## src/shared/clsm_consts.svh

```systemverilog
// constants for the closed-loop step mode controller
`ifndef CLSM_CONSTS_SVH
`define CLSM_CONSTS_SVH

// register byte offsets
`define CLSM_A_CTRL 8'h00
`define CLSM_A_OPMODE 8'h04
`define CLSM_A_TARGET 8'h08
`define CLSM_A_CMD 8'h0C
`define CLSM_A_VEL_PER 8'h10
`define CLSM_A_RUN_CUR 8'h14
`define CLSM_A_HOLD_CUR 8'h18
`define CLSM_A_HOLD_DLY 8'h1C
`define CLSM_A_TQ 8'h20
`define CLSM_A_TS 8'h24
`define CLSM_A_BOUND 8'h28
`define CLSM_A_MK_VEL 8'h2C
`define CLSM_A_POS_LIM 8'h30
`define CLSM_A_VEL_WIN 8'h34
`define CLSM_A_VEL_THR 8'h38
`define CLSM_A_STATUS 8'h3C
`define CLSM_A_LEADLAG 8'h40
`define CLSM_A_CMD_POS 8'h44
`define CLSM_A_ENC_POS 8'h48
`define CLSM_A_DEMAND 8'h4C

// field positions
`define CLSM_F_MODE 1:0
`define CLSM_F_MK_EN 2
`define CLSM_F_MK_SEL 3
`define CLSM_F_LIM_EN 4
`define CLSM_F_CMD 1:0
`define CLSM_F_SLEW_DIR 2
`define CLSM_F_LO16 15:0
`define CLSM_F_HI16 31:16
`define CLSM_F_BYTE 7:0
`define CLSM_F_STALL 2

// reset values
`define CLSM_RST_RUN_CUR 8'h50
`define CLSM_RST_HOLD_CUR 8'h20
`define CLSM_RST_HOLD_DLY 16'h00C8
`define CLSM_RST_VEL_PER 16'h0064
`define CLSM_RST_BOUND 16'h0010
`define CLSM_RST_TQ 8'h32
`define CLSM_RST_TS 16'h0032
`define CLSM_RST_MK_VEL 32'h0032_00C8
`define CLSM_RST_POS_LIM 32'h7FFF_FFFF
`define CLSM_SYNC_FULL_STEPS 2

`endif

```

## src/shared/clsm_pkg.sv

```systemverilog
// types for the closed-loop step mode controller
package clsm_pkg;
	typedef enum logic [1:0] {CORR_OFF, CORR_FIXED, CORR_VAR, CORR_TORQUE}
		clsm_corr_t;
	typedef enum logic [1:0] {OP_PPOS, OP_PVEL, OP_PTRQ, OP_CSP} clsm_op_t;
	typedef enum logic [1:0] {CMD_STOP, CMD_ABS, CMD_REL, CMD_SLEW}
		clsm_cmd_t;
	typedef enum logic [1:0] {ST_IDLE, ST_MOVE, ST_SLEW, ST_MAKEUP}
		clsm_state_t;
	typedef struct packed {
		logic valid;
		logic wr;
		logic [7:0] addr;
	} clsm_aphase_t;
	typedef struct packed {
		logic step;
		logic dir;
	} clsm_step_t;
endpackage

```

## src/core/clsm_sync2.sv

```systemverilog
// two-flop synchroniser for pin inputs
`timescale 1ns/10ps
module clsm_sync2 #(
	parameter int W = 1
) (
	input wire logic clk,
	input wire logic rst_n,
	input wire logic [W-1:0] d,
	output logic [W-1:0] q
);
	logic [W-1:0] meta_ff;

	always_ff @(posedge clk or negedge rst_n)
	begin
		if (!rst_n)
		begin
			meta_ff <= '0;
			q <= '0;
		end
		else
		begin
			meta_ff <= d;
			q <= meta_ff;
		end
	end
endmodule

```

## src/core/clsm_rate_gen.sv

```systemverilog
// velocity generator: one pulse every period cycles while run is high
`timescale 1ns/10ps
module clsm_rate_gen #(
	parameter int W = 16
) (
	input wire logic clk,
	input wire logic rst_n,
	input wire logic run,
	input wire logic [W-1:0] period,
	output logic pulse
);
	logic [W-1:0] cnt_ff;

	// a period of zero behaves as one so the generator never stalls
	always_ff @(posedge clk or negedge rst_n)
	begin
		if (!rst_n)
		begin
			cnt_ff <= '0;
			pulse <= 1'b0;
		end
		else if (!run)
		begin
			cnt_ff <= '0;
			pulse <= 1'b0;
		end
		else if (cnt_ff + W'(1) >= period)
		begin
			cnt_ff <= '0;
			pulse <= 1'b1;
		end
		else
		begin
			cnt_ff <= cnt_ff + W'(1);
			pulse <= 1'b0;
		end
	end
endmodule

```

## src/core/clsm_ctrl.sv

```systemverilog
// closed-loop step mode controller with AHB-Lite register slave
`timescale 1ns/10ps
`include "clsm_consts.svh"
// How it works
// - synchronous while lead/lag within two full steps
// - four correction modes: off, fixed, variable, torque
// - correction mode changes only while no move
// - correction off passes commands straight to motor
// - correction off uses fixed run/hold current
// - stall check and position kept without correction
// - encoder compared with pulses, lead/lag bounded while correction is on
// - lead/lag register accumulates, feeds make-up move
// - make-up reinserts pulses at one of two presets
// - fixed correction uses run and hold current
// - variable current scales with load, capped run
// - torque mode holds torque, limits speed
// - profile torque forces torque correction mode
// - no encoder: fixed current, no correction, no torque
// - current from run, hold, delay, fixed/variable
// - profile position limits target into increments
// - profile velocity window and threshold monitoring
// - cyclic position takes master targets each cycle
module clsm_ctrl #(
	parameter int USTEP_PER_FULL = 16,
	parameter int VEL_WIN_CYC = 1000
) (
	input wire logic CLK,
	input wire logic RESETN,
	input wire logic HSEL,
	input wire logic [31:0] HADDR,
	input wire logic [1:0] HTRANS,
	input wire logic HWRITE,
	input wire logic [2:0] HSIZE,
	input wire logic [31:0] HWDATA,
	input wire logic HREADY,
	output logic HREADYOUT,
	output logic [31:0] HRDATA,
	output logic HRESP,
	input wire logic ENC_FITTED,
	input wire logic ENC_STEP,
	input wire logic ENC_DIR,
	output clsm_pkg::clsm_step_t MOTOR,
	output logic [7:0] CURRENT_PCT,
	output logic SYNC_OK,
	output logic MOVING
);
	import clsm_pkg::*;

	localparam logic [31:0] SYNC_LIM =
		32'(`CLSM_SYNC_FULL_STEPS * USTEP_PER_FULL);

	clsm_aphase_t dp_ff;
	clsm_corr_t corr_mode_ff;
	clsm_op_t op_mode_ff;
	clsm_state_t state_ff;
	logic mk_en_ff, mk_sel_ff, lim_en_ff, stall_ff, slew_dir_ff;
	logic [31:0] target_ff, mk_vel_ff, pos_lim_ff, vel_win_ff, mk_cnt_ff;
	logic [15:0] vel_per_ff, hold_dly_ff, ts_ff, bound_ff, vel_thr_ff;
	logic [15:0] idle_cnt_ff, enc_cnt_ff, act_vel_ff;
	logic [31:0] win_cnt_ff;
	logic [7:0] run_cur_ff, hold_cur_ff, tq_ff, nxt_cur;
	logic signed [31:0] cmd_pos_ff, demand_ff, enc_pos_ff, leadlag_ff;
	logic [1:0] enc_s;
	logic enc_step_d_ff, enc_evt, enc_fitted;
	logic gen_pulse, wr_en, rd_en, busy, corr_on, cmd_step, cmd_dir;
	logic start_move, csp_update;
	logic signed [31:0] nxt_demand;
	logic [15:0] gen_period, vel_err;
	logic [31:0] ll_mag;
	clsm_corr_t eff_corr;

	function automatic logic [31:0] mag32(input logic signed [31:0] v);
		mag32 = v[31] ? 32'(-v) : 32'(v);
	endfunction

	function automatic logic signed [31:0] clamp_pos(
		input logic signed [31:0] v, input logic [31:0] lim);
		logic signed [31:0] l;
		l = $signed(lim);
		if (v > l)
			clamp_pos = l;
		else if (v < -l)
			clamp_pos = -l;
		else
			clamp_pos = v;
	endfunction

	clsm_sync2 #(.W(2)) u_sync_enc (
		.clk(CLK),
		.rst_n(RESETN),
		.d({ENC_DIR, ENC_STEP}),
		.q(enc_s)
	);

	clsm_sync2 #(.W(1)) u_sync_fit (
		.clk(CLK),
		.rst_n(RESETN),
		.d(ENC_FITTED),
		.q(enc_fitted)
	);

	clsm_rate_gen #(.W(16)) u_gen (
		.clk(CLK),
		.rst_n(RESETN),
		.run(state_ff != ST_IDLE),
		.period(gen_period),
		.pulse(gen_pulse)
	);

	assign HREADYOUT = 1'b1;
	assign HRESP = 1'b0;
	assign busy = (state_ff != ST_IDLE);
	assign MOVING = busy;
	assign ll_mag = mag32(leadlag_ff);
	assign wr_en = dp_ff.valid && dp_ff.wr;
	assign rd_en = HSEL && HTRANS[1] && HREADY && !HWRITE;
	assign enc_evt = enc_s[0] && !enc_step_d_ff;

	// encoderless units never leave correction off
	always_comb
	begin
		if (!enc_fitted)
			eff_corr = CORR_OFF;
		else if (op_mode_ff == OP_PTRQ)
			eff_corr = CORR_TORQUE;
		else
			eff_corr = corr_mode_ff;
	end
	assign corr_on = (eff_corr != CORR_OFF);

	// torque speed limit is the shortest allowed pulse period
	always_comb
	begin
		if (state_ff == ST_MAKEUP)
			gen_period = mk_sel_ff ? mk_vel_ff[`CLSM_F_HI16] :
				mk_vel_ff[`CLSM_F_LO16];
		else if (eff_corr == CORR_TORQUE && vel_per_ff < ts_ff)
			gen_period = ts_ff;
		else
			gen_period = vel_per_ff;
	end

	// address phase capture; every transfer is zero wait state
	always_ff @(posedge CLK or negedge RESETN)
	begin
		if (!RESETN)
			dp_ff <= '0;
		else
		begin
			dp_ff.valid <= HSEL && HTRANS[1] && HREADY;
			dp_ff.wr <= HWRITE;
			dp_ff.addr <= HADDR[7:0];
		end
	end

	always_ff @(posedge CLK or negedge RESETN)
	begin
		if (!RESETN)
			HRDATA <= 32'h0000_0000;
		else if (rd_en)
		begin
			if (HADDR[7:0] == `CLSM_A_CTRL)
				HRDATA <= {27'h000_0000, lim_en_ff, mk_sel_ff, mk_en_ff,
					corr_mode_ff};
			else if (HADDR[7:0] == `CLSM_A_OPMODE)
				HRDATA <= {30'h0000_0000, op_mode_ff};
			else if (HADDR[7:0] == `CLSM_A_TARGET)
				HRDATA <= target_ff;
			else if (HADDR[7:0] == `CLSM_A_VEL_PER)
				HRDATA <= {16'h0000, vel_per_ff};
			else if (HADDR[7:0] == `CLSM_A_RUN_CUR)
				HRDATA <= {24'h00_0000, run_cur_ff};
			else if (HADDR[7:0] == `CLSM_A_HOLD_CUR)
				HRDATA <= {24'h00_0000, hold_cur_ff};
			else if (HADDR[7:0] == `CLSM_A_HOLD_DLY)
				HRDATA <= {16'h0000, hold_dly_ff};
			else if (HADDR[7:0] == `CLSM_A_TQ)
				HRDATA <= {24'h00_0000, tq_ff};
			else if (HADDR[7:0] == `CLSM_A_TS)
				HRDATA <= {16'h0000, ts_ff};
			else if (HADDR[7:0] == `CLSM_A_BOUND)
				HRDATA <= {16'h0000, bound_ff};
			else if (HADDR[7:0] == `CLSM_A_MK_VEL)
				HRDATA <= mk_vel_ff;
			else if (HADDR[7:0] == `CLSM_A_POS_LIM)
				HRDATA <= pos_lim_ff;
			else if (HADDR[7:0] == `CLSM_A_VEL_WIN)
				HRDATA <= vel_win_ff;
			else if (HADDR[7:0] == `CLSM_A_VEL_THR)
				HRDATA <= {16'h0000, vel_thr_ff};
			else if (HADDR[7:0] == `CLSM_A_STATUS)
				HRDATA <= {18'h0_0000, state_ff, 2'b00, eff_corr, 2'b00,
					enc_fitted,
					act_vel_ff > vel_thr_ff, vel_err <= vel_win_ff[15:0],
					stall_ff, SYNC_OK, busy};
			else if (HADDR[7:0] == `CLSM_A_LEADLAG)
				HRDATA <= leadlag_ff;
			else if (HADDR[7:0] == `CLSM_A_CMD_POS)
				HRDATA <= cmd_pos_ff;
			else if (HADDR[7:0] == `CLSM_A_ENC_POS)
				HRDATA <= enc_pos_ff;
			else if (HADDR[7:0] == `CLSM_A_DEMAND)
				HRDATA <= demand_ff;
			else
				HRDATA <= 32'h0000_0000;
		end
	end

	// configuration registers
	always_ff @(posedge CLK or negedge RESETN)
	begin
		if (!RESETN)
		begin
			corr_mode_ff <= CORR_OFF;
			op_mode_ff <= OP_PPOS;
			{mk_en_ff, mk_sel_ff, lim_en_ff} <= 3'b000;
			target_ff <= 32'h0000_0000;
			vel_per_ff <= `CLSM_RST_VEL_PER;
			run_cur_ff <= `CLSM_RST_RUN_CUR;
			hold_cur_ff <= `CLSM_RST_HOLD_CUR;
			hold_dly_ff <= `CLSM_RST_HOLD_DLY;
			tq_ff <= `CLSM_RST_TQ;
			ts_ff <= `CLSM_RST_TS;
			bound_ff <= `CLSM_RST_BOUND;
			mk_vel_ff <= `CLSM_RST_MK_VEL;
			pos_lim_ff <= `CLSM_RST_POS_LIM;
			vel_win_ff <= 32'h0000_0000;
			vel_thr_ff <= 16'h0000;
		end
		else if (wr_en)
		begin
			if (dp_ff.addr == `CLSM_A_CTRL)
			begin
				mk_en_ff <= HWDATA[`CLSM_F_MK_EN];
				mk_sel_ff <= HWDATA[`CLSM_F_MK_SEL];
				lim_en_ff <= HWDATA[`CLSM_F_LIM_EN];
				if (!busy)
					corr_mode_ff <= clsm_corr_t'(HWDATA[`CLSM_F_MODE]);
			end
			else if (dp_ff.addr == `CLSM_A_OPMODE)
			begin
				if (!busy && (enc_fitted ||
					clsm_op_t'(HWDATA[`CLSM_F_MODE]) != OP_PTRQ))
					op_mode_ff <= clsm_op_t'(HWDATA[`CLSM_F_MODE]);
			end
			else if (dp_ff.addr == `CLSM_A_TARGET)
				target_ff <= HWDATA;
			else if (dp_ff.addr == `CLSM_A_VEL_PER)
				vel_per_ff <= HWDATA[`CLSM_F_LO16];
			else if (dp_ff.addr == `CLSM_A_RUN_CUR)
				run_cur_ff <= HWDATA[`CLSM_F_BYTE];
			else if (dp_ff.addr == `CLSM_A_HOLD_CUR)
				hold_cur_ff <= HWDATA[`CLSM_F_BYTE];
			else if (dp_ff.addr == `CLSM_A_HOLD_DLY)
				hold_dly_ff <= HWDATA[`CLSM_F_LO16];
			else if (dp_ff.addr == `CLSM_A_TQ)
				tq_ff <= HWDATA[`CLSM_F_BYTE];
			else if (dp_ff.addr == `CLSM_A_TS)
				ts_ff <= HWDATA[`CLSM_F_LO16];
			else if (dp_ff.addr == `CLSM_A_BOUND)
				bound_ff <= HWDATA[`CLSM_F_LO16];
			else if (dp_ff.addr == `CLSM_A_MK_VEL)
				mk_vel_ff <= HWDATA;
			else if (dp_ff.addr == `CLSM_A_POS_LIM)
				pos_lim_ff <= HWDATA;
			else if (dp_ff.addr == `CLSM_A_VEL_WIN)
				vel_win_ff <= HWDATA;
			else if (dp_ff.addr == `CLSM_A_VEL_THR)
				vel_thr_ff <= HWDATA[`CLSM_F_LO16];
		end
	end

	// new demand from a command write, or from a target in cyclic mode
	assign csp_update = wr_en && dp_ff.addr == `CLSM_A_TARGET &&
		op_mode_ff == OP_CSP;
	assign start_move = (wr_en && dp_ff.addr == `CLSM_A_CMD &&
		clsm_cmd_t'(HWDATA[`CLSM_F_CMD]) != CMD_STOP) ||
		(csp_update && state_ff == ST_IDLE);
	always_comb
	begin
		if (csp_update)
			nxt_demand = $signed(HWDATA);
		else if (clsm_cmd_t'(HWDATA[`CLSM_F_CMD]) == CMD_REL)
			nxt_demand = cmd_pos_ff + (lim_en_ff ?
				clamp_pos($signed(target_ff), pos_lim_ff) :
				$signed(target_ff));
		else
			nxt_demand = lim_en_ff ? clamp_pos($signed(target_ff),
				pos_lim_ff) : $signed(target_ff);
	end

	// with correction on, a commanded step is held back while the lead/lag sits at the bound
	assign cmd_dir = (state_ff == ST_SLEW) ? slew_dir_ff :
		(demand_ff > cmd_pos_ff);
	assign cmd_step = gen_pulse && (state_ff == ST_SLEW ||
		(state_ff == ST_MOVE && cmd_pos_ff != demand_ff)) &&
		(!corr_on || ll_mag < 32'(bound_ff));

	// move sequencer
	always_ff @(posedge CLK or negedge RESETN)
	begin
		if (!RESETN)
		begin
			state_ff <= ST_IDLE;
			demand_ff <= 32'sh0000_0000;
			cmd_pos_ff <= 32'sh0000_0000;
			slew_dir_ff <= 1'b0;
			mk_cnt_ff <= 32'h0000_0000;
			MOTOR <= '0;
		end
		else
		begin
			MOTOR.step <= 1'b0;
			if (wr_en && dp_ff.addr == `CLSM_A_CMD &&
				clsm_cmd_t'(HWDATA[`CLSM_F_CMD]) == CMD_STOP)
				state_ff <= ST_IDLE;
			else if (start_move)
			begin
				demand_ff <= nxt_demand;
				slew_dir_ff <= HWDATA[`CLSM_F_SLEW_DIR];
				state_ff <= (!csp_update &&
					clsm_cmd_t'(HWDATA[`CLSM_F_CMD]) == CMD_SLEW) ?
					ST_SLEW : ST_MOVE;
			end
			else if (csp_update)
				demand_ff <= nxt_demand;
			else
			begin
				case (state_ff)
					ST_MOVE, ST_SLEW:
					begin
						if (cmd_step)
						begin
							cmd_pos_ff <= cmd_dir ? cmd_pos_ff + 32'sd1 :
								cmd_pos_ff - 32'sd1;
							MOTOR.step <= 1'b1;
							MOTOR.dir <= cmd_dir;
						end
						else if (state_ff == ST_MOVE && cmd_pos_ff == demand_ff)
						begin
							if (corr_on && mk_en_ff && leadlag_ff != 32'sd0)
							begin
								mk_cnt_ff <= ll_mag;
								state_ff <= ST_MAKEUP;
							end
							else
								state_ff <= ST_IDLE;
						end
					end
					ST_MAKEUP:
					begin
						if (mk_cnt_ff == 32'h0000_0000)
							state_ff <= ST_IDLE;
						else if (gen_pulse)
						begin
							// positive lead/lag: rotor behind, step forward
							MOTOR.step <= 1'b1;
							MOTOR.dir <= !leadlag_ff[31];
							mk_cnt_ff <= mk_cnt_ff - 32'h0000_0001;
						end
					end
					default:
						state_ff <= ST_IDLE;
				endcase
			end
		end
	end

	// encoder position and lead/lag accounting
	always_ff @(posedge CLK or negedge RESETN)
	begin
		if (!RESETN)
		begin
			enc_step_d_ff <= 1'b0;
			enc_pos_ff <= 32'sh0000_0000;
			leadlag_ff <= 32'sh0000_0000;
		end
		else
		begin
			enc_step_d_ff <= enc_s[0];
			if (enc_evt)
				enc_pos_ff <= enc_s[1] ? enc_pos_ff + 32'sd1 :
					enc_pos_ff - 32'sd1;
			if (start_move && !csp_update)
				leadlag_ff <= 32'sh0000_0000;
			else if (enc_fitted)
				leadlag_ff <= leadlag_ff +
					(cmd_step ? (cmd_dir ? 32'sd1 : -32'sd1) : 32'sd0) -
					(enc_evt ? (enc_s[1] ? 32'sd1 : -32'sd1) : 32'sd0);
		end
	end

	assign SYNC_OK = (ll_mag <= SYNC_LIM);

	// stall flag: write one to clear, a new stall in the same cycle wins
	always_ff @(posedge CLK or negedge RESETN)
	begin
		if (!RESETN)
			stall_ff <= 1'b0;
		else if (enc_fitted && !corr_on && ll_mag > 32'(bound_ff))
			stall_ff <= 1'b1;
		else if (wr_en && dp_ff.addr == `CLSM_A_STATUS &&
			HWDATA[`CLSM_F_STALL])
			stall_ff <= 1'b0;
	end

	// bridge current; in off and fixed modes hold current only after the delay has run out
	always_ff @(posedge CLK or negedge RESETN)
	begin
		if (!RESETN)
			idle_cnt_ff <= 16'h0000;
		else if (busy)
			idle_cnt_ff <= 16'h0000;
		else if (idle_cnt_ff < hold_dly_ff)
			idle_cnt_ff <= idle_cnt_ff + 16'h0001;
	end

	always_comb
	begin
		case (eff_corr)
			CORR_VAR:
			begin
				// hold level plus lead/lag magnitude, never above run
				if (ll_mag >= 32'(run_cur_ff) ||
					ll_mag[7:0] >= run_cur_ff - hold_cur_ff)
					nxt_cur = run_cur_ff;
				else
					nxt_cur = hold_cur_ff + ll_mag[7:0];
			end
			CORR_TORQUE:
				nxt_cur = tq_ff;
			default:
				nxt_cur = (busy || idle_cnt_ff < hold_dly_ff) ?
					run_cur_ff : hold_cur_ff;
		endcase
	end

	always_ff @(posedge CLK or negedge RESETN)
	begin
		if (!RESETN)
			CURRENT_PCT <= 8'h00;
		else
			CURRENT_PCT <= nxt_cur;
	end

	// measured speed: encoder counts per window, latched at window end
	always_ff @(posedge CLK or negedge RESETN)
	begin
		if (!RESETN)
		begin
			win_cnt_ff <= 32'h0000_0000;
			enc_cnt_ff <= 16'h0000;
			act_vel_ff <= 16'h0000;
		end
		else if (win_cnt_ff >= 32'(VEL_WIN_CYC - 1))
		begin
			win_cnt_ff <= 32'h0000_0000;
			act_vel_ff <= enc_cnt_ff;
			enc_cnt_ff <= 16'h0000;
		end
		else
		begin
			win_cnt_ff <= win_cnt_ff + 32'h0000_0001;
			if (enc_evt)
				enc_cnt_ff <= enc_cnt_ff + 16'h0001;
		end
	end

	assign vel_err = (act_vel_ff > vel_win_ff[`CLSM_F_HI16]) ?
		act_vel_ff - vel_win_ff[`CLSM_F_HI16] :
		vel_win_ff[`CLSM_F_HI16] - act_vel_ff;
endmodule

```

## config.mk

```make
export PLATFORM = sky130hd
export DESIGN_NAME = clsm_ctrl
export DESIGN_NICKNAME = d
export VERILOG_FILES = /design/src/shared/clsm_pkg.sv /design/src/core/clsm_sync2.sv /design/src/core/clsm_rate_gen.sv /design/src/core/clsm_ctrl.sv
export VERILOG_INCLUDE_DIRS = /design/src /design/src/shared
export SDC_FILE = /design/constraint.sdc
export NUM_CORES = 2
export LEC_CHECK = 0
export BUFFER_PORTS_ARGS = -buffer_cell sky130_fd_sc_hd__buf_2
export CELL_PAD_IN_SITES_DETAIL_PLACEMENT = 1
export CELL_PAD_IN_SITES_GLOBAL_PLACEMENT = 1
export CORE_MARGIN = 2
export CORE_UTILIZATION = 46
export CTS_BUF_LIST = sky130_fd_sc_hd__clkbuf_8
export CTS_CLUSTER_SIZE = 20
export DETAILED_ROUTE_END_ITERATION = 8
export MAX_ROUTING_LAYER = met4
export PLACE_DENSITY = 0.84
export SYNTH_ARGS = -nofsm -noshare
export SYNTH_HDL_FRONTEND = slang
export SYNTH_SLANG_ARGS = --single-unit
```

## constraint.sdc

```tcl
create_clock -name CLK -period 7.5 [get_ports CLK]
set_input_delay 1.125 -clock CLK [delete_from_list [all_inputs] [get_ports CLK]]
set_output_delay 1.125 -clock CLK [all_outputs]
set_load 0.01 [all_outputs]
```

==> reports/summary.md <==
The run finished with clean final reports. The worst pin sits at a relative slew slack of 16.0%. The kind of start point of the critical path is a flip-flop. The leading cell type in the layout, fill and taps excluded is sky130_fd_sc_hd__dfrtp_1. Leaving out fill and tap cells, the most frequent cells in the layout are sky130_fd_sc_hd__dfrtp_1, sky130_fd_sc_hd__nand2_1, sky130_fd_sc_hd__ha_1.

The first routing iteration left 3,849 violations. Among all stages on the critical path, the largest delay is contributed by sky130_fd_sc_hd__or4_1. The clock insertion delay at the later pin of the skew report is 800 ps, and the pin count of the biggest net entering global routing is 165. Overall power consumption after layout is estimated at 0.0125 W.

The global-route total usage across every layer is 35.0%. The tools report the first-pass GRT wire length as 244,000 um. Summed over its instances, the top area cell type makes up 30.3% of the synthesized netlist area. The worst hold path was traced through 0 stages. For the core region area, the log shows 0.0900 sq mm. Across all hold checks on the routed design, the worst slack comes to 345 ps.

In the routed design, unresolved DRC markers number 0. For the number of violations of the max-capacitance limit, the log shows 0. For the post-placement cell count, the log shows 5,841. The final-report max-slew violation count was 0. For this block, the via count after detailed routing is 38,600. The transition time at the pin with the least slew margin is 1260 ps. The endpoint identified for the worst register-to-register timing path is demand_ff[30]$_DFFE_PN0P_. The tools report the number of clock sinks as 559.

Dividing the detail-routed wire length by the instance count gives 26.6 um. Setup violations remaining at the end of the flow were counted as 0. The sequential fraction of the synthesis area was 33.7%. The maximum operating frequency came out at 139 MHz.

The number of nets in the layout was 5,273; the final-report hold violation count was 0. After synthesis, the cell types taking the most area are sky130_fd_sc_hd__dfrtp_1, sky130_fd_sc_hd__ha_1, sky130_fd_sc_hd__mux2_2, sky130_fd_sc_hd__o21ai_0, sky130_fd_sc_hd__a21oi_1. Clock skew on the completed layout was measured at 44.6 ps. STA classifies the critical path endpoint as a flip-flop. Data arrives at the worst endpoint at 7850 ps. Dividing the synthesized area by the synthesized cell count gives 9.02 sq um. The clock passes through at most 3 buffers.

For this run the aggregate overflow at the end of global routing stands at 0. The number of buffers inserted by port buffering is 92. Highest cell delay on the worst timing path: 550 ps. The cell type contributing the most total cell area after synthesis is sky130_fd_sc_hd__dfrtp_1.

The class of the worst hold path was flip-flop to flip-flop. After detailed routing, the number of vias per cell comes to 6.40. The maximum fanout encountered on the critical timing path is 7.

Setup repair after global routing could not meet its margin everywhere. Measured on the finished design, the core utilization comes to 51.7%. For the finished layout, the period the worst path requires is 7170 ps.

The slack of the worst reg-to-reg path was 330 ps; the period utilization was 95.7%. The fraction of synthesis flops using an asynchronous set or reset pin was 100%; the power density over the cells was 270 mW/mm^2. By instance count, the cell type seen most on the critical path is sky130_fd_sc_hd__o21ai_0.

The worst-case reg-to-reg path depth came out at 30. The hold path startpoint was u_sync_enc.meta_ff[0]$_DFF_PN0_. The peak supply drop was 0.158 mV. After the flow finishes, the layout carries non-filler instances totaling 6,043.

Counting flops and latches in the post-synthesis netlist gives 559. For this run, the detailed router's first-pass iteration total came to 6. The clock-pin transition on the worst setup and hold timing paths was 60 ps; the total wirelength of the detailed-routed design was 161,000 um. The tools report the count of warnings emitted by yosys as 0.

After floorplanning, the core was divided into 110 placement rows. For the synthesized instance count, the log shows 4,628. Among all flip-flop cells after synthesis, the most frequent one is sky130_fd_sc_hd__dfrtp_1. The logs give 10,500 for the filler cell count in the final layout and 0 for the antenna violation net count after detailed routing. TritonCTS built the clock tree. The floorplan step defined a die boundary enclosing 0.0932 sq mm. Clock root buffer: sky130_fd_sc_hd__clkbuf_8. The analysis attributes to cell leakage a power of 21.8 nW. The fraction of final layout cells with drive strength greater than 1 was 15.7%. Die span in y: 305 um. In this run the critical register-to-register path is launched from pos_lim_ff[2]$_DFFE_PN1P_.

Via count of the first global-routing pass: 39,400. The depth of the CTS H-tree was 3. Synthesis instantiated 87 different standard cells from the library. Pin placement for this block handled 123 I/O pins. Once the floorplan was initialized, standard cells occupied 46.4% of the core.

The worst endpoint required time is 8180 ps, and the initial antenna violation count is 5. Hold-fix buffer count after cts: 0. In the final timing run, aggregate negative setup slack is 0 ps. Number of buffers added by the clock tree synthesis step: 105. The critical path start-end classification is flip-flop to flip-flop.

In this run the cell area of the synthesized design comes to 0.0418 sq mm. At the end of routability-driven placement, the weighted congestion stood at 1.01. HPWL after detailed placement: 120,000 um. The path with the worst hold slack has its endpoint at u_sync_enc.q[0]$_DFF_PN0_. The overall die width works out to 305 um. The number of synthesized flops with an enable pin is 0, and the layout overhead on the synthesized area is 11.4%.
## state kept, by name, summed over array words and instances, names as in the netlist, 10 cells and up
name          cells
vel_per_ff       16
HRDATA           32
u_gen.cnt_ff     16
target_ff        32
bound_ff         16
mk_cnt_ff        32
ts_ff            16
enc_pos_ff       32
act_vel_ff       16
mk_vel_ff        32
vel_thr_ff       16
enc_cnt_ff       16
win_cnt_ff       32
hold_dly_ff      16
idle_cnt_ff      16
dp_ff            10
vel_win_ff       32
pos_lim_ff       32
cmd_pos_ff       32
demand_ff        32
leadlag_ff       32
## per-stage QoR
stage / setup slack, ps / area [sq um]
global route: -79.5 / 46500
global placement: 105 / 44000
finish: 326 / 46500
floorplan: 477 / 41800
detailed placement: 24.6 / 44000
CTS: 12.6 / 46300
## what timing repair did
action / CTS / global route
gates resized for setup: 2 / 34
endpoints found under the setup margin: 1 / 27
pin swaps: 1 / 2
setup buffers: 0 / 1
## power breakdown
group / switching, W / internal, W / leakage [nW] / total (W)
Sequential: 0.000564 / 0.00340 / 6.94 / 0.00397
Combinational: 0.00312 / 0.00217 / 13.5 / 0.00529
Clock: 0.00149 / 0.00179 / 1.31 / 0.00328
Total: 0.00518 / 0.00736 / 21.8 / 0.0125
## area by class of cell
class	count	area [sq um]	area share, %
Antenna cell	5	12.5	0.0269
Clock buffer	137	1890	4.05
Clock inverter	59	417	0.896
Inverter	347	1300	2.80
Multi-Input combinational cell	3545	25900	55.7
Sequential cell	559	14100	30.2
Tap cell	1176	1470	3.16
Timing Repair Buffer	215	1440	3.09
## Yosys cell counts, drive strengths merged (18+ instances only)
cell type / instances
nand3: 126
nor3: 61
nand4: 78
o31ai: 33
nand2: 404
dfstp: 53
dfrtp: 506
a21o: 128
a22oi: 58
o21a: 44
nor2: 283
nor4: 39
a2111oi: 18
o22ai: 49
and3: 38
fa: 38
ha: 385
o21bai: 30
a21oi: 317
a31oi: 26
inv: 346
or3: 24
a211oi: 41
xnor2: 158
xor2: 83
mux2: 264
o21ai: 341
mux2i: 61
buf: 49
a22o: 22
a221oi: 39
nand2b: 49
clkbuf: 150
nor2b: 46
## metal layers
layer,track usage (%),vias to the layer above,share of wire [%]
met5,-,-,0
met4,18.3,0,6.2
met3,6.48,502,7.5
met2,53.8,1523,45
met1,43.9,19600,41
li1,-,17100,-
## critical path: cells and delay by family (launching register included)
kind,cells,cell delay (ps)
AO/OA/AOI/OAI,15,2730
buffers and inverters,2,370
AND/OR/NAND/NOR,9,2390
XOR/XNOR,1,150
adder cells (fa/ha/maj),3,1040
flip-flops,1,370
## how the worst max path moves through the flow
stage | startpoint | to | slack [ps] | depth (start not counted)
final | pos_lim_ff[2]$_DFFE_PN1P_ | demand_ff[30]$_DFFE_PN0P_ | 330 | 30
after global routing | pos_lim_ff[2]$_DFFE_PN1P_ | demand_ff[30]$_DFFE_PN0P_ | -80 | 30
after CTS | leadlag_ff[1]$_DFFE_PN0P_ | leadlag_ff[31]$_DFFE_PN0P_ | 10 | 30
after detailed placement | leadlag_ff[1]$_DFFE_PN0P_ | leadlag_ff[31]$_DFFE_PN0P_ | 20 | 28
after global placement | leadlag_ff[1]$_DFFE_PN0P_ | leadlag_ff[31]$_DFFE_PN0P_ | 100 | 30
after floorplan | leadlag_ff[31]$_DFFE_PN0P_ | leadlag_ff[31]$_DFFE_PN0P_ | 480 | 27
## cell families (layout without fill, tap and decap cells)
logic type | Yosys count | in the layout | share of synthesized area, %
compound gates | 1316 | 1316 | 20.4
simple gates | 1216 | 1216 | 13.9
flops | 559 | 559 | 33.7
buf+inv | 546 | 758 | 4.98
fa+ha+maj | 423 | 423 | 13.4
mux | 325 | 325 | 8.58
xor+xnor | 241 | 241 | 5.06
other cells | 2 | 29 | 0.0180
Note: power is estimated with default switching activity, not from simulation.
